<file path="src/logic/acs_consts.vh">
// Constants of the conversion sequencer: register indices, field positions,
// reset values and timing counts. Included by every design file.
`ifndef ACS_CONSTS_VH
`define ACS_CONSTS_VH

// ----------------------------------------------------------------
// Register indices (byte address is four times the index)
// ----------------------------------------------------------------
`define ACS_IDX_CTRL_A     4'h0
`define ACS_IDX_CTRL_B     4'h1
`define ACS_IDX_EVENT      4'h2
`define ACS_IDX_PRESCALE   4'h3
`define ACS_IDX_GAIN       4'h4
`define ACS_IDX_THRESHOLD  4'h5
`define ACS_IDX_CMP_MODE   4'h6
`define ACS_IDX_STATUS     4'h7
`define ACS_IDX_RESULT     4'h8
`define ACS_IDX_CALIB      4'h9

// ----------------------------------------------------------------
// Field positions
// ----------------------------------------------------------------
`define ACS_A_ENABLE       0
`define ACS_A_FLUSH        1
`define ACS_A_START        2
`define ACS_B_FMT_LO       1
`define ACS_B_CONTINUOUS   3
`define ACS_B_SIGN         4
`define ACS_B_CUR_LO       5
`define ACS_G_ENABLE       3
`define ACS_S_FLAG         0
`define ACS_S_BUSY         1

// ----------------------------------------------------------------
// Codes
// ----------------------------------------------------------------
`define ACS_FMT_12R        2'h0
`define ACS_FMT_8R         2'h2
`define ACS_FMT_12L        2'h3
`define ACS_EV_NONE        3'h0
`define ACS_EV_START       3'h1
`define ACS_EV_SYNC_FLUSH  3'h6
`define ACS_CMP_DONE       2'h0
`define ACS_CMP_BELOW      2'h1
`define ACS_CMP_ABOVE      2'h2

// ----------------------------------------------------------------
// Reset values
// ----------------------------------------------------------------
`define ACS_RST_CTRL_A     8'h00
`define ACS_RST_CTRL_B     8'h00
`define ACS_RST_BYTE       8'h00
`define ACS_RST_THRESHOLD  12'h000

// ----------------------------------------------------------------
// Timing counts, in half conversion clock periods
// ----------------------------------------------------------------
// Whole measurement is 1 + (res+1)/2 cycles: 5 cycles at 8 bits, 7 at 12
`define ACS_HALVES_8       5'h0a
`define ACS_HALVES_12      5'h0e
`define ACS_BITS_8         5'h08
`define ACS_BITS_12        5'h0c

`endif

</file>
<file path="src/logic/acs_prescaler.v">
// Conversion clock generator: divides pclk by 4 << div_code.
// Assumes restart is a one-cycle pulse from the sequencer.
`include "acs_consts.vh"

module acs_prescaler (
  // Clock and reset
  input  wire       pclk,
  input  wire       presetn,
  // Control
  input  wire       restart,
  input  wire [2:0] div_code,
  // Conversion clock and its phase marks
  output reg        conv_clk_reg,
  output wire       half_tick,
  output wire       cyc_start
);

  reg  [8:0] cnt_reg;
  reg        phase_reg;
  wire [8:0] half_lim;

  // Half period of 2 << div_code pclk cycles
  assign half_lim  = (9'h002 << div_code) - 9'h001;
  assign half_tick = (cnt_reg == 9'h000);
  assign cyc_start = half_tick & ~phase_reg;

  always @(posedge pclk or negedge presetn) begin
    if (!presetn) begin
      cnt_reg      <= 9'h000;
      phase_reg    <= 1'b0;
      conv_clk_reg <= 1'b0;
    end else if (restart) begin
      // Next pclk cycle opens a fresh conversion clock cycle
      cnt_reg      <= 9'h000;
      phase_reg    <= 1'b0;
      conv_clk_reg <= 1'b1;
    end else if (cnt_reg >= half_lim) begin
      // Greater-or-equal: a smaller code written mid-count must not wrap the counter
      cnt_reg      <= 9'h000;
      phase_reg    <= ~phase_reg;
      conv_clk_reg <= phase_reg;
    end else begin
      cnt_reg      <= cnt_reg + 9'h001;
      conv_clk_reg <= ~phase_reg;
    end
  end

endmodule // acs_prescaler

</file>
<file path="src/logic/acs_result_fmt.v">
// Result formatter: places a raw code into the 16-bit result word.
// Assumes raw holds an 8-bit code in its low byte in 8-bit mode.
`include "acs_consts.vh"

module acs_result_fmt (
  // Clock and reset
  input  wire        pclk,
  input  wire        presetn,
  // Raw code and format
  input  wire        load,
  input  wire [11:0] raw,
  input  wire [1:0]  fmt,
  input  wire        sign_mode,
  // Formatted result
  output reg  [15:0] result_reg
);

  reg [15:0] result_next;

  always @* begin
    case (fmt)
      `ACS_FMT_8R:  result_next = {{8{sign_mode & raw[7]}}, raw[7:0]};
      `ACS_FMT_12L: result_next = {raw, 4'h0};
      // Reserved code behaves as 12-bit right adjusted
      default:      result_next = {{4{sign_mode & raw[11]}}, raw};
    endcase
  end

  always @(posedge pclk or negedge presetn) begin
    if (!presetn) begin
      result_reg <= 16'h0000;
    end else if (load) begin
      result_reg <= result_next;
    end
  end

endmodule // acs_result_fmt

</file>
<file path="src/logic/acs_sequencer.v">
// Conversion sequencer of a successive-approximation converter, APB slave.
// Assumes an analog core that samples on sample_o and answers cmp_bit_in
// by the end of every half period marked by bit_strobe_o.
`include "acs_consts.vh"

module acs_sequencer (
  // Clock and reset
  input  wire        pclk,
  input  wire        presetn,
  // APB slave
  input  wire        psel,
  input  wire        penable,
  input  wire        pwrite,
  input  wire [11:0] paddr,
  input  wire [31:0] pwdata,
  output reg  [31:0] prdata_reg,
  output reg         pready_reg,
  output reg         pslverr_reg,
  // Event system and DMA
  input  wire        event_in,
  output reg         event_out_reg,
  output reg         dma_req_reg,
  output reg         irq_reg,
  // Analog core
  input  wire        cmp_bit_in,
  output wire        conv_clk_o,
  output reg         sample_reg,
  output reg         gain_stage_reg,
  output reg         bit_strobe_reg,
  output reg  [1:0]  cur_cap_reg,
  output reg  [7:0]  calib_reg
);

  // ----------------------------------------------------------------
  // State and registers
  // ----------------------------------------------------------------
  localparam ST_IDLE = 1'b0;
  localparam ST_CONV = 1'b1;

  reg         state_reg;
  reg         state_next;
  reg  [4:0]  half_reg;
  reg  [4:0]  half_next;
  reg  [11:0] sar_reg;
  reg         enable_reg;
  reg         start_pend_reg;
  reg         again_reg;
  reg  [7:0]  ctrl_b_reg;
  reg  [2:0]  ev_action_reg;
  reg  [2:0]  div_code_reg;
  reg  [3:0]  gain_reg;
  reg  [11:0] threshold_reg;
  reg  [1:0]  cmp_mode_reg;
  reg         flag_reg;
  reg         hit_d_reg;

  wire        half_tick;
  wire        cyc_start;
  wire [15:0] result;

  // ----------------------------------------------------------------
  // Helpers
  // ----------------------------------------------------------------
  // Greater-than on 12-bit codes, signed or unsigned
  function gt12;
    input [11:0] a;
    input [11:0] b;
    input        sgn;
    begin
      gt12 = sgn ? ($signed(a) > $signed(b)) : (a > b);
    end
  endfunction

  // ----------------------------------------------------------------
  // APB decode
  // ----------------------------------------------------------------
  wire       setup    = psel & ~penable;
  wire       wr_acc   = psel & penable & pready_reg & pwrite;
  wire [3:0] idx      = paddr[5:2];
  wire       mapped   = (paddr[11:6] == 6'h00) && (idx <= `ACS_IDX_CALIB);
  wire       wr_a     = wr_acc & mapped & (idx == `ACS_IDX_CTRL_A);

  // ----------------------------------------------------------------
  // Start, flush and event sources
  // ----------------------------------------------------------------
  wire res8      = (ctrl_b_reg[`ACS_B_FMT_LO+1:`ACS_B_FMT_LO] == `ACS_FMT_8R);
  wire sign_mode = ctrl_b_reg[`ACS_B_SIGN];
  wire cont_mode = ctrl_b_reg[`ACS_B_CONTINUOUS];
  wire [2:0] gain_x = gain_reg[`ACS_G_ENABLE] ? gain_reg[2:0] : 3'h0;

  wire ev_sync  = enable_reg & event_in & (ev_action_reg == `ACS_EV_SYNC_FLUSH);
  wire ev_start = enable_reg & event_in & (ev_action_reg == `ACS_EV_START);
  wire sw_start = wr_a & pwdata[`ACS_A_START] & enable_reg;
  wire sw_flush = wr_a & pwdata[`ACS_A_FLUSH];
  wire flush    = sw_flush | ev_sync;
  wire start_set = sw_start | ev_start | ev_sync;

  // Total half periods of one measurement
  wire [4:0] total   = (res8 ? `ACS_HALVES_8 : `ACS_HALVES_12) + {2'b00, gain_x};
  wire [4:0] nbits   = res8 ? `ACS_BITS_8 : `ACS_BITS_12;
  wire [4:0] bit_lo  = 5'h01 + {2'b00, gain_x};
  wire [4:0] bit_hi  = {2'b00, gain_x} + nbits;

  wire in_conv   = (state_reg == ST_CONV);
  wire complete  = in_conv & half_tick & (half_reg == total - 5'h01) & ~flush;
  wire bit_end   = in_conv & half_tick & (half_reg >= bit_lo) & (half_reg <= bit_hi);
  // Start only on a conversion cycle boundary; no gap after a completion unless an odd gain count ends it mid-cycle
  wire want      = start_pend_reg | again_reg | (complete & cont_mode);
  wire start_now = enable_reg & ~flush & cyc_start & (~in_conv | complete) & want;

  // ----------------------------------------------------------------
  // Sequencer
  // ----------------------------------------------------------------
  always @* begin
    state_next = state_reg;
    half_next  = half_reg;
    case (state_reg)
      ST_IDLE: begin
        if (start_now) begin
          state_next = ST_CONV;
          half_next  = 5'h00;
        end
      end
      ST_CONV: begin
        if (flush || !enable_reg) begin
          // Work in progress is dropped
          state_next = ST_IDLE;
          half_next  = 5'h00;
        end else if (start_now) begin
          half_next  = 5'h00;
        end else if (complete) begin
          state_next = ST_IDLE;
          half_next  = 5'h00;
        end else if (half_tick) begin
          half_next  = half_reg + 5'h01;
        end
      end
      default: begin
        state_next = ST_IDLE;
        half_next  = 5'h00;
      end
    endcase
  end

  always @(posedge pclk or negedge presetn) begin
    if (!presetn) begin
      state_reg      <= ST_IDLE;
      half_reg       <= 5'h00;
      sar_reg        <= 12'h000;
      sample_reg     <= 1'b0;
      gain_stage_reg <= 1'b0;
      bit_strobe_reg <= 1'b0;
    end else begin
      state_reg      <= state_next;
      half_reg       <= half_next;
      sample_reg     <= (state_next == ST_CONV) && (half_next == 5'h00);
      gain_stage_reg <= (state_next == ST_CONV) && (half_next != 5'h00) && (half_next < bit_lo);
      bit_strobe_reg <= (state_next == ST_CONV) && (half_next >= bit_lo) && (half_next <= bit_hi);
      if (start_now) begin
        sar_reg <= 12'h000;
      end else if (bit_end) begin
        sar_reg <= {sar_reg[10:0], cmp_bit_in};
      end
    end
  end

  // ----------------------------------------------------------------
  // Start queue
  // ----------------------------------------------------------------
  always @(posedge pclk or negedge presetn) begin
    if (!presetn) begin
      start_pend_reg <= 1'b0;
      again_reg      <= 1'b0;
    end else if (!enable_reg) begin
      start_pend_reg <= 1'b0;
      again_reg      <= 1'b0;
    end else begin
      // A new request in the cycle of a start stays pending; flush keeps the queue
      start_pend_reg <= start_set | (start_pend_reg & ~start_now);
      again_reg      <= cont_mode & ((complete & ~start_now) | (again_reg & ~start_now));
    end
  end

  // ----------------------------------------------------------------
  // Result, compare, flag, event and DMA
  // ----------------------------------------------------------------
  wire [11:0] cmp_val = res8 ? {{4{sign_mode & sar_reg[7]}}, sar_reg[7:0]} : sar_reg;
  reg         hit;

  always @* begin
    case (cmp_mode_reg)
      `ACS_CMP_BELOW: hit = gt12(threshold_reg, cmp_val, sign_mode);
      `ACS_CMP_ABOVE: hit = gt12(cmp_val, threshold_reg, sign_mode);
      default:        hit = 1'b1;
    endcase
  end

  acs_result_fmt u_fmt (
    .pclk       (pclk),
    .presetn    (presetn),
    .load       (complete),
    .raw        (sar_reg),
    .fmt        (ctrl_b_reg[`ACS_B_FMT_LO+1:`ACS_B_FMT_LO]),
    .sign_mode  (sign_mode),
    .result_reg (result)
  );

  wire flag_clr = wr_acc & mapped & (idx == `ACS_IDX_STATUS) & pwdata[`ACS_S_FLAG];

  always @(posedge pclk or negedge presetn) begin
    if (!presetn) begin
      hit_d_reg     <= 1'b0;
      flag_reg      <= 1'b0;
      irq_reg       <= 1'b0;
      event_out_reg <= 1'b0;
      dma_req_reg   <= 1'b0;
    end else begin
      // Flag waits a cycle so the formatted result is readable first
      hit_d_reg     <= complete & hit;
      flag_reg      <= hit_d_reg | (flag_reg & ~flag_clr);
      irq_reg       <= hit_d_reg | (flag_reg & ~flag_clr);
      event_out_reg <= complete & hit;
      dma_req_reg   <= complete;
    end
  end

  // ----------------------------------------------------------------
  // Register writes
  // ----------------------------------------------------------------
  always @(posedge pclk or negedge presetn) begin
    if (!presetn) begin
      enable_reg    <= 1'b0;
      ctrl_b_reg    <= `ACS_RST_CTRL_B;
      ev_action_reg <= 3'h0;
      div_code_reg  <= 3'h0;
      gain_reg      <= 4'h0;
      threshold_reg <= `ACS_RST_THRESHOLD;
      cmp_mode_reg  <= 2'h0;
      cur_cap_reg   <= 2'h0;
      calib_reg     <= `ACS_RST_BYTE;
    end else if (wr_acc && mapped) begin
      case (idx)
        `ACS_IDX_CTRL_A:    enable_reg    <= pwdata[`ACS_A_ENABLE];
        `ACS_IDX_CTRL_B: begin
          ctrl_b_reg  <= pwdata[7:0] & 8'h7e;
          cur_cap_reg <= pwdata[`ACS_B_CUR_LO+1:`ACS_B_CUR_LO];
        end
        `ACS_IDX_EVENT:     ev_action_reg <= pwdata[2:0];
        `ACS_IDX_PRESCALE:  div_code_reg  <= pwdata[2:0];
        `ACS_IDX_GAIN:      gain_reg      <= pwdata[3:0];
        `ACS_IDX_THRESHOLD: threshold_reg <= pwdata[11:0];
        `ACS_IDX_CMP_MODE:  cmp_mode_reg  <= pwdata[1:0];
        `ACS_IDX_CALIB:     calib_reg     <= pwdata[7:0];
        default: begin
        end
      endcase
    end
  end

  // ----------------------------------------------------------------
  // APB read and response
  // ----------------------------------------------------------------
  reg [31:0] rd_data;

  always @* begin
    rd_data = 32'h00000000;
    case (idx)
      // Flush reads zero; bits 7:3 are reserved
      `ACS_IDX_CTRL_A:    rd_data = {29'h0, start_pend_reg, 1'b0, enable_reg};
      `ACS_IDX_CTRL_B:    rd_data = {24'h0, ctrl_b_reg};
      `ACS_IDX_EVENT:     rd_data = {29'h0, ev_action_reg};
      `ACS_IDX_PRESCALE:  rd_data = {29'h0, div_code_reg};
      `ACS_IDX_GAIN:      rd_data = {28'h0, gain_reg};
      `ACS_IDX_THRESHOLD: rd_data = {20'h0, threshold_reg};
      `ACS_IDX_CMP_MODE:  rd_data = {30'h0, cmp_mode_reg};
      `ACS_IDX_STATUS:    rd_data = {30'h0, in_conv, flag_reg};
      `ACS_IDX_RESULT:    rd_data = {16'h0, result};
      `ACS_IDX_CALIB:     rd_data = {24'h0, calib_reg};
      default:            rd_data = 32'h00000000;
    endcase
  end

  always @(posedge pclk or negedge presetn) begin
    if (!presetn) begin
      prdata_reg  <= 32'h00000000;
      pready_reg  <= 1'b0;
      pslverr_reg <= 1'b0;
    end else begin
      // One wait-free access phase after every setup cycle
      pready_reg  <= setup;
      pslverr_reg <= setup & ~mapped;
      prdata_reg  <= (setup & ~pwrite & mapped) ? rd_data : 32'h00000000;
    end
  end

  // ----------------------------------------------------------------
  // Conversion clock
  // ----------------------------------------------------------------
  acs_prescaler u_presc (
    .pclk         (pclk),
    .presetn      (presetn),
    .restart      (flush),
    .div_code     (div_code_reg),
    .conv_clk_reg (conv_clk_o),
    .half_tick    (half_tick),
    .cyc_start    (cyc_start)
  );

endmodule // acs_sequencer

</file>
<file path="config.mk">
export PLATFORM = sky130hd
export DESIGN_NAME = acs_sequencer
export DESIGN_NICKNAME = d
export VERILOG_FILES = /design/src/logic/acs_prescaler.v /design/src/logic/acs_result_fmt.v /design/src/logic/acs_sequencer.v
export VERILOG_INCLUDE_DIRS = /design/src /design/src/logic
export SDC_FILE = /design/constraint.sdc
export NUM_CORES = 1
export LEC_CHECK = 0
export BUFFER_PORTS_ARGS = -buffer_cell sky130_fd_sc_hd__buf_2
export CAP_MARGIN = 20
export CORE_MARGIN = 3
export CORE_UTILIZATION = 50
export DETAILED_ROUTE_END_ITERATION = 16
export GPL_TIMING_DRIVEN = 1
export HOLD_SLACK_MARGIN = 0.03
export PLACE_DENSITY = 0.71
export REMOVE_ABC_BUFFERS = 1
export SYNTH_ARGS = -nofsm -noshare
export SYNTH_HDL_FRONTEND = slang
export SYNTH_SLANG_ARGS = --single-unit
</file>
<file path="constraint.sdc">
create_clock -name pclk -period 12.5 [get_ports pclk]
set_clock_uncertainty 0.1 [all_clocks]
set_input_delay 3.125 -clock pclk [delete_from_list [all_inputs] [get_ports pclk]]
set_output_delay 3.125 -clock pclk [all_outputs]
set_load 0.01 [all_outputs]
</file>
======== Yosys cells after proc, flatten, opt, wreduce, memory -nomap -nowiden ========
Cells that the tools add are included.
storage, ports and cells
  bits in registers ....................... 128
  bits in writable memories ............... 0
  memories ................................ 0
  latch bits .............................. 0
  ROM bits ................................ 0
  input bits .............................. 51
  output and inout port bits .............. 51
  word-level logic and storage cells ...... 170
cells by class
  equal/unequal tests ..................... 16
  bitwise logic cells ..................... 53
  add/subtract/negate cells ............... 7
  reductions and logical operators ........ 24
  div/mod/pow operators ................... 0
  shifts and indexed selects .............. 1
  multiplexer cells ....................... 31
  multipliers ............................. 0
  magnitude comparators ................... 11
operators with widths
  cell                                                                   count
  16-bit one-hot mux with 10 select lines                                1
  12-bit greater-than comparator                                         4
  1-bit AND                                                              36
  12-bit two-way mux                                                     3
  32-bit two-way mux                                                     1
  16-bit one-hot mux with 2 select lines                                 1
  5-bit two-way mux                                                      5
  9-bit two-way mux                                                      2
  4-bit by 3-bit equality test with 1-bit output, second input constant  4
  2-bit AND reduction                                                    8
  1-bit two-way mux                                                      12
  5-bit by 4-bit >= comparator with 1-bit output                         2
  5-bit less-or-equal comparator                                         2
  5-bit one-hot mux with 2 select lines                                  1
  9-bit by 1-bit adder with 9-bit output, second input constant          1
  9-bit >= comparator                                                    1
  9-bit zero test                                                        1
  3-bit two-way mux                                                      3
  1-bit OR                                                               9
  2-bit by 3-bit left shift with 9-bit output, first input constant      1
  9-bit by 1-bit subtractor with 9-bit output, second input constant     1
  4-bit by 2-bit equality test with 1-bit output, second input constant  2
  4-bit equality test, second input constant                             2
  1-bit NOT                                                              8
  22 further kinds                                                       32

======== Depth between registers and ports, before layout ========
Gate-level depths: netlist (run 1).
  depth after elaboration ................. 18
  gate-level depth with buffers ........... 20

======== By module ========
Synthesis (run 1) repeated with hierarchy kept, for this count alone.
unflattened totals
  cell total of the unflattened synthesis .. 729
  area, all modules ....................... 6866.6 µm²
modules (own cells, without submodules)
  module          cells an instance  area an instance (µm²)  instances  sequential area each (µm²)
  acs_sequencer   560                5287.6                  1          2077.0
  acs_prescaler   93                 810.8                   1          275.3
  acs_result_fmt  76                 768.2                   1          400.4

======== Least setup slack after synthesis (run 1) ========
OpenSTA, ideal clock, no wires.
  path kind ............................... input-to-reg
  start ................................... input port paddr[7]
  end ..................................... register gain_stage_reg
  slack ................................... 6.057 ns
  path buffers ............................ 1
  stages on the path ...................... 14
  arrival ................................. 6.255 ns
  path through ............................ or4_1 nor4b_4 a32o_1 o31a_1 nor3_2 buf_4 a21oi_1 ha_1 nor2b_1 o21ai_0 nand2b_1 a21oi_1 or3b_2 a41oi_1
on the way
  cells in the longest elaborated chain, start to end .. 17
  elaborated cells between the ends (all ways) .. 30
  those cells by class .................... 1 x order compare; 10 x mux; 13 x bitwise; 6 x reduce/logical
ends and longest elaborated chain
  item                                                                                                   RTL line                                  RTL
  start, declared                                                                                        acs_sequencer.v:14                        input wire [11:0] paddr,
  6-bit zero test *                                                                                      acs_sequencer.v:80                        wire mapped = (paddr[11:6] == 6'h00) && (idx <= `ACS_IDX_CALIB);
  1-bit logical AND *                                                                                    acs_sequencer.v:80
  1-bit AND * (2 in series)                                                                              acs_sequencer.v:81                        wire wr_a = wr_acc & mapped & (idx == `ACS_IDX_CTRL_A);
  1-bit AND *                                                                                            acs_sequencer.v:94                        wire sw_flush = wr_a & pwdata[`ACS_A_FLUSH];
  1-bit OR *                                                                                             acs_sequencer.v:95                        wire flush = sw_flush | ev_sync;
  1-bit NOT                                                                                              acs_sequencer.v:105, acs_sequencer.v:109
  1-bit AND, on equally long branches                                                                    acs_sequencer.v:109, acs_sequencer.v:105
  1-bit AND (tied with other cells)                                                                      acs_sequencer.v:109                       wire start_now = enable_reg & ~flush & cyc_start & (~in_conv | complete) & want;
  1-bit AND or 1-bit OR (tied branches)                                                                  acs_sequencer.v:109, acs_sequencer.v:108
  1-bit AND                                                                                              acs_sequencer.v:109
  5-bit two-way mux                                                                                      acs_sequencer.v:129                       end else if (start_now) begin
  5-bit two-way mux                                                                                      acs_sequencer.v:125                       if (flush || !enable_reg) begin
  5-bit one-hot mux with 2 select lines *                                                                acs_sequencer.v:117                       case (state_reg)
  net half_next[1]                                                                                       acs_sequencer.v:43                        reg [4:0] half_next;
  parallel branches: the longest is 2 deep, another holds 5-bit by 4-bit < comparator with 1-bit output  --
  1-bit logical AND *                                                                                    acs_sequencer.v:157                       gain_stage_reg <= (state_next == ST_CONV) && (half_next != 5'h00) && (half_next < bit_lo);
  end signal, assigned                                                                                   acs_sequencer.v:157
  end, declared                                                                                          acs_sequencer.v:28                        output reg gain_stage_reg,
Mark *: on every way through the listed nets, which the timed path passes.
A chain may end at the register's enable or synchronous reset.

======== Worst setup path in the final report (run 1) ========
Same ends and word-level chain as after synthesis.

==> results_dict.tcl, run 1 <==
set metrics [dict create \
    cts.htree.levels 3 \
    netlist_area_mm2 0.006833 \
    grt_pass1_wl_um 27250 \
    min_path_cells 1 \
    die_w_um 122.9 \
    initial_core_util_pct 51.39 \
    cts_setup_buffers 0 \
    powerDensity_mw_per_mm2 100.9 \
    synthCells 711 \
    layout.nets 864 \
    power.total_mw 0.7562 \
    grt_setup_unrepaired "false" \
    synth_common_cells "110 x dfrtp_1, 58 x ha_1, 52 x nand2_1" \
    ys_warn_count 0 \
    vias 5544 \
    maxCapViolCount 0 \
    p_leak_nw 3.650 \
    track_usage_pct 23.05 \
    path_clk_slew_ns 0.07 \
    cts_hold_buf 0 \
    post-route-drc-count 0 \
    yosys_register_bits 110 \
    via_per_inst 5.942 \
    grt_pass1_vias 5537 \
    cp_max_fo 14 \
    end_kind "flop" \
    dpl_cell_area_mm2 0.007191 \
    core_region_area_mm2 0.01330 \
    setup_viol 0 \
    slew-limit-headroom_pct 28.98 \
    yosysSeqAreaShare_pct 40.29 \
    cts-buffers-inserted 9 \
    min_path_type "flop to flop" \
    root_buffer "clkbuf_16" \
    crit_path_start_kind "input pin" \
    die_y_um 122.9 \
    synth_flop_cell "dfrtp_1" \
    fin_area_mm2 0.007492 \
    worst_pin_slew_ns 1.061 \
    grt-ovfl-total 0 \
    fin_util_pct 56.35 \
    r2r_cells 16 \
    antennaDiodeCount 0 \
    irDropWorstVdd_mv 0.05733 \
    routed_wl_um 16660 \
    yosysMostFrequentCell "dfrtp_1" \
    fillers 1168 \
    antenna_found_initial 0 \
    synth_cell_type_count 64 \
    multi_input_area_mm2 0.003682 \
    fin_crit_ns 6.708 \
    worst_ep_arrival_time_ns 6.87 \
    wl_per_cell_um 17.86 \
    status "finished, final reports clean" \
    cts.sinks 110 \
    synthToLayoutAreaGrowth_pct 9.650 \
    first_iter_violations 368 \
    gp_congestion 0.9083 \
    slew_viol_final 0 \
    yosysTopAreaCell "dfrtp_1" \
    port_buffers 63 \
    post-route-period-util_pct 53.66 \
    synth_edf_count 0 \
    drive_above_1_share_pct 17.17 \
    cts_buffer_depth 2 \
    firstDrtPassIters 6 \
    grt_max_degree 61 \
    netlist.area_leader.share_pct 40.29 \
    setup_tns_ns 0 \
    fp.dieArea_mm2 0.01510 \
    max_clock_freq_ghz 0.1491 \
    async_flop_share_pct 100.0 \
    core.rowCount 42 \
    cts_tree "done" \
    ios 102 \
    synth_area_leaders "dfrtp_1 40%, ha_1 11%, mux2_2 6.6%, nand2_1 2.9%, o21ai_0 2.8%" \
    clkLatencyLatePin_ns 0.35 \
    synth.avg_cell_area_um2 9.610 \
    critPathRequiredTime_ns 12.66 \
    hold_viol 0 \
    ctsResizeCount 0 \
    antenna_left 0 \
    layout.area.seq_mm2 0.002753 \
    criticalPathCategory "input pin to flop" \
    dpl.hpwl_um 12260 \
]
report_power, final:
part           leakage [nW]  internal (mW)  total, mW  switching [mW]
sequential             1.38          0.366      0.377          0.0114
clock                 0.142          0.164      0.287           0.122
combinational          2.12         0.0381     0.0921          0.0540
total                  3.65          0.568      0.756           0.188
final timing paths:
kind                                from                   end  slack, ns
hold / removal                 hit_d_reg              flag_reg       0.36
max in group asynchronous        presetn  u_fmt.result_reg[12]       8.40
min in group asynchronous        presetn             hit_d_reg       2.69
hold reg to reg                hit_d_reg              flag_reg       0.36
setup reg to reg           ctrl_b_reg[1]        gain_stage_reg       7.44
setup / recovery                paddr[7]        gain_stage_reg       5.79
per-layer routing:
layer | vias up | track usage (%) | routed length (µm)
li1 | 2616 | - | -
met1 | 2720 | 29.91 | 7108
met2 | 172 | 38.16 | 8140
met3 | 36 | 3.843 | 940
met4 | 0 | 9.937 | 475
met5 | - | 0 | 0
logic make-up (layout without fill, tap and decap cells):
kind of cell	Yosys count	after routing	synth area share, %
simple gates	203	203	15.51
xor+xnor	13	13	1.666
mux	50	50	8.057
fa+ha+maj	59	59	10.91
other cells	2	17	0.1099
compound gates	173	173	16.74
buf+inv	101	132	6.720
flops	110	110	40.29
cell usage in the layout (no fill, tap or decap), types with 5 or more instances in the layout:
cell       netlist  final
dfrtp_1        110    110
and3_1           5      5
nor2_1          33     33
nand3_1         17     17
mux2i_1         10     10
nand2b_1        17     17
buf_4           19      5
xor2_1           7      7
or3_1            5      5
buf_2            7     62
clkbuf_16        0      9
inv_1           50     50
nand2_1         52     52
nor2b_1          8      8
and2_1           9      9
a22oi_1         12     12
xnor2_1          6      6
a31oi_1          9      9
a211oi_1         7      7
mux2_2          40     40
ha_1            58     58
o31ai_1         13     13
o21a_1           7      7
a21o_1          15     15
a21oi_1         35     35
o21ai_0         38     38
nand4_1         22     22
nor3_1          18     17
conb_1           2     17
per-stage QoR:
stage / hold slack [ns] / cells / setup WS (ns)
6_report: 0.3611 / 933 / 5.792
5_1_grt: 0.3748 / 933 / 5.406
4_1_cts: 0.3654 / 932 / 5.558
3_5_place_dp: 0.3524 / 918 / 5.194
3_3_place_gp: 0.3378 / 917 / 5.248
2_1_floorplan: 0.3376 / 675 / 5.969
critical path, stage by stage:
cell	delay, ns
buf_2	0.09
or4_1	0.58
nor4b_4	0.43
a32o_1	0.57
o31a_1	0.24
nor3_2	0.11
a21oi_1	0.25
ha_1	0.29
nor2b_1	0.13
o21ai_0	0.14
nand2b_1	0.08
a21oi_1	0.20
or3b_2	0.45
a41oi_1	0.17
area by class of cell:
type | instances | share of cell area, %
clock buffers | 13 | 3.474
well taps | 176 | 2.939
repair buffers | 68 | 4.793
clock inverters | 1 | 0.4008
inverters | 50 | 2.505
flip-flops and latches | 110 | 36.74
multi-input cells | 515 | 49.15
(Power assumes the default switching activity.)
==> inputs of run 2 (changes only) <==
--- a/config.mk
+++ b/config.mk
@@ -6,6 +6,7 @@
 export SDC_FILE = /design/constraint.sdc
 export NUM_CORES = 1
 export LEC_CHECK = 0
+export ABC_AREA = 1
 export BUFFER_PORTS_ARGS = -buffer_cell sky130_fd_sc_hd__buf_2
 export CAP_MARGIN = 20
 export CORE_MARGIN = 3
@@ -13,7 +14,7 @@
 export DETAILED_ROUTE_END_ITERATION = 16
 export GPL_TIMING_DRIVEN = 1
 export HOLD_SLACK_MARGIN = 0.03
-export PLACE_DENSITY = 0.71
+export PLACE_DENSITY = 0.74
 export REMOVE_ABC_BUFFERS = 1
 export SYNTH_ARGS = -nofsm -noshare
 export SYNTH_HDL_FRONTEND = slang
==> constraint.sdc (replaced) <==
create_clock -name pclk -period 5.55 [get_ports pclk]
set_clock_uncertainty 0.1 [all_clocks]
set_input_delay 1.3875 -clock pclk [delete_from_list [all_inputs] [get_ports pclk]]
set_output_delay 1.3875 -clock pclk [all_outputs]
set_load 0.01 [all_outputs]
==> results_dict.tcl, run 2 <==
set metrics [dict create \
    slew_viol_final 0 \
    cts.sinks 110 \
    ios 102 \
    worst_pin_slew_ns 0.9545 \
    via_per_inst 5.195 \
    fp.dieArea_mm2 0.01476 \
    hold_end "flag_reg" \
    synth_cell_type_count 47 \
    cts_tree "done" \
    synthCells 829 \
    grt_pass1_wl_um 26190 \
    dr_wl_met3_um 706 \
    reg2reg_slack_ns 1.34 \
    routed_wl_um 15800 \
    drive_above_1_share_pct 13.39 \
    powerDensity_mw_per_mm2 367.0 \
    min_path_cells 2 \
    path_clk_slew_ns 0.08 \
    netlist.area_leader.share_pct 41.28 \
    worst_ep_arrival_time_ns 4.37 \
    layout_common_cells "173 x nand2_1, 110 x inv_1, 110 x dfrtp_1" \
    fin_crit_ns 4.214 \
    route.met2.wl_um 7790 \
    cts_buffer_depth 2 \
    post-route-drc-count 0 \
    firstDrtPassIters 5 \
    critPathRequiredTime_ns 5.71 \
    port_buffers 63 \
    cts-buffers-inserted 9 \
    end_kind "flop" \
    track_usage_pct 22.61 \
    post-route-period-util_pct 75.94 \
    netlist_area_mm2 0.006668 \
    r2r-end "bit_strobe_reg" \
    synth_common_cells "173 x nand2_1, 110 x dfrtp_1, 110 x inv_1" \
    gp_congestion 0.9069 \
    antenna_found_initial 0 \
    synthToLayoutAreaGrowth_pct 11.05 \
    die_y_um 121.5 \
    met1_length_um 7120 \
    yosysSeqAreaShare_pct 41.28 \
    setup_tns_ns 0 \
    crit_start "gain_reg[0]" \
    slew-limit-headroom_pct 36.37 \
    grt_pass1_vias 5327 \
    layout.nets 1001 \
    synth_area_leaders "dfrtp_1 41%, ha_1 11%, nand2_1 9.7%, inv_1 6.2%, a21oi_1 4.9%" \
    grt_max_degree 76 \
    antennaDiodeCount 0 \
    cts_setup_buffers 0 \
    crit_path_start_kind "flop" \
    criticalPathCategory "flop to flop" \
    status "finished, final reports clean" \
    synth_flop_cell "dfrtp_1" \
    hold_viol 0 \
    dpl.hpwl_um 11740 \
    power.total_mw 2.717 \
    p_leak_nw 3.798 \
    root_buffer "clkbuf_16" \
    min_from "hit_d_reg" \
    first_iter_violations 386 \
    ctsResizeCount 0 \
    fin_area_mm2 0.007405 \
    die_w_um 121.5 \
    r2r_cells 22 \
    synth.avg_cell_area_um2 8.043 \
    core_region_area_mm2 0.01282 \
    yosysMostFrequentCell "nand2_1" \
    grt_setup_unrepaired "false" \
    setup_viol 0 \
    final_common_cell "nand2_1" \
    min_path_type "flop to flop" \
    fin_hold_ws_ns 0.3781 \
    dpl_cell_area_mm2 0.007099 \
    wl_per_cell_um 14.79 \
    rr_startpoint "gain_reg[0]" \
    vias 5548 \
    max_clock_freq_ghz 0.2373 \
    yosysTopAreaCell "dfrtp_1" \
    cts_hold_buf 0 \
    grt-ovfl-total 0 \
    maxCapViolCount 0 \
    antenna_left 0 \
    synth_edf_count 0 \
    highest_layer "met4" \
    yosys_register_bits 110 \
    ys_warn_count 0 \
    irDropWorstVdd_mv 0.1910 \
    initial_core_util_pct 51.99 \
    clkLatencyLatePin_ns 0.37 \
    cts.htree.levels 3 \
    cp_max_fo 25 \
    async_flop_share_pct 100.0 \
    core.rowCount 41 \
]
-- run 2: cell count changes after synthesis, sizes merged, moves of 9 or more --
cell / delta
nand2: +130
inv: +65
nor2: +56
mux2: -33
a21oi: +30
nand2b: -17
a21o: -14
clkbuf: -13
nand3: +12
o21ai: +12
a22oi: -11
a221oi: +10
and2: -9
mux2i: -9
-- run 2: cell type report --
| type | instances | area [µm²] |
|---|---|---|
| fillers | 1216 | 5420 |
| well taps | 172 | 215.2 |
| clock inverters | 6 | 76.32 |
| inverters | 116 | 436.7 |
| repair buffers | 69 | 362.8 |
| clock buffers | 10 | 229.0 |
| multi-input cells | 585 | 3332 |
| flip-flops and latches | 110 | 2753 |
-- run 2: metrics by stage --
stage | setup slack (ns) | util [%] | cells
final | 1.336 | 57.74 | 1068
after global routing | 0.9196 | 57.74 | 1068
after CTS | 1.308 | 57.74 | 1068
after detailed placement | 1.246 | 55.36 | 1052
after global placement | 1.267 | 55.36 | 1052
after floorplan | 1.848 | - | 811
-- run 2: worst max-delay path by stage --
stage / to / cells after the start
final: bit_strobe_reg / 22
after global routing: bit_strobe_reg / 22
after CTS: bit_strobe_reg / 22
after detailed placement: bit_strobe_reg / 18
after global placement: bit_strobe_reg / 18
after floorplan: bit_strobe_reg / 17
-- run 2: critical path: stages (launching register included) --
cell,delay [ns]
dfrtp_1,0.42
nand2_1,0.13
inv_1,0.14
ha_1,0.21
inv_1,0.06
fa_1,0.50
nor2_1,0.04
nor2_1,0.09
nand3_1,0.11
nor2_2,0.13
nand3_2,0.09
nor2_4,0.54
nor2_4,0.13
nor2_4,0.13
nand2_4,0.11
nand2_1,0.11
inv_1,0.08
ha_1,0.31
a21oi_1,0.15
nor2_1,0.06
a211oi_1,0.21
and3_1,0.20
nor2_1,0.04
-- run 2: routing by layer --
metal	global-route usage (%)	vias up
li1	-	2811
met4	5.672	0
met5	0	-
met1	29.13	2588
met2	38.76	133
met3	4.895	16
-- run 2: cell families (layout without fill, tap and decap cells) --
group                      after synthesis  in the layout  synth area share [%]
DFF                                    110            110                 41.28
buffers and inverters                  149            201                 9.589
adders and majority gates               59             59                 11.18
AOI/OAI and AO/OA                      151            151                 12.85
muxes                                    8              8                 1.332
xor gates and xnor gates                 8              8                 1.051
and+or+nand+nor                        342            342                 22.59
other                                    2             17                0.1126
-- run 2: power by group --
group / internal (mW) / switching [mW]
Sequential: 0.909 / 0.135
Combinational: 0.376 / 0.615
Clock: 0.359 / 0.324
Total: 1.64 / 1.07
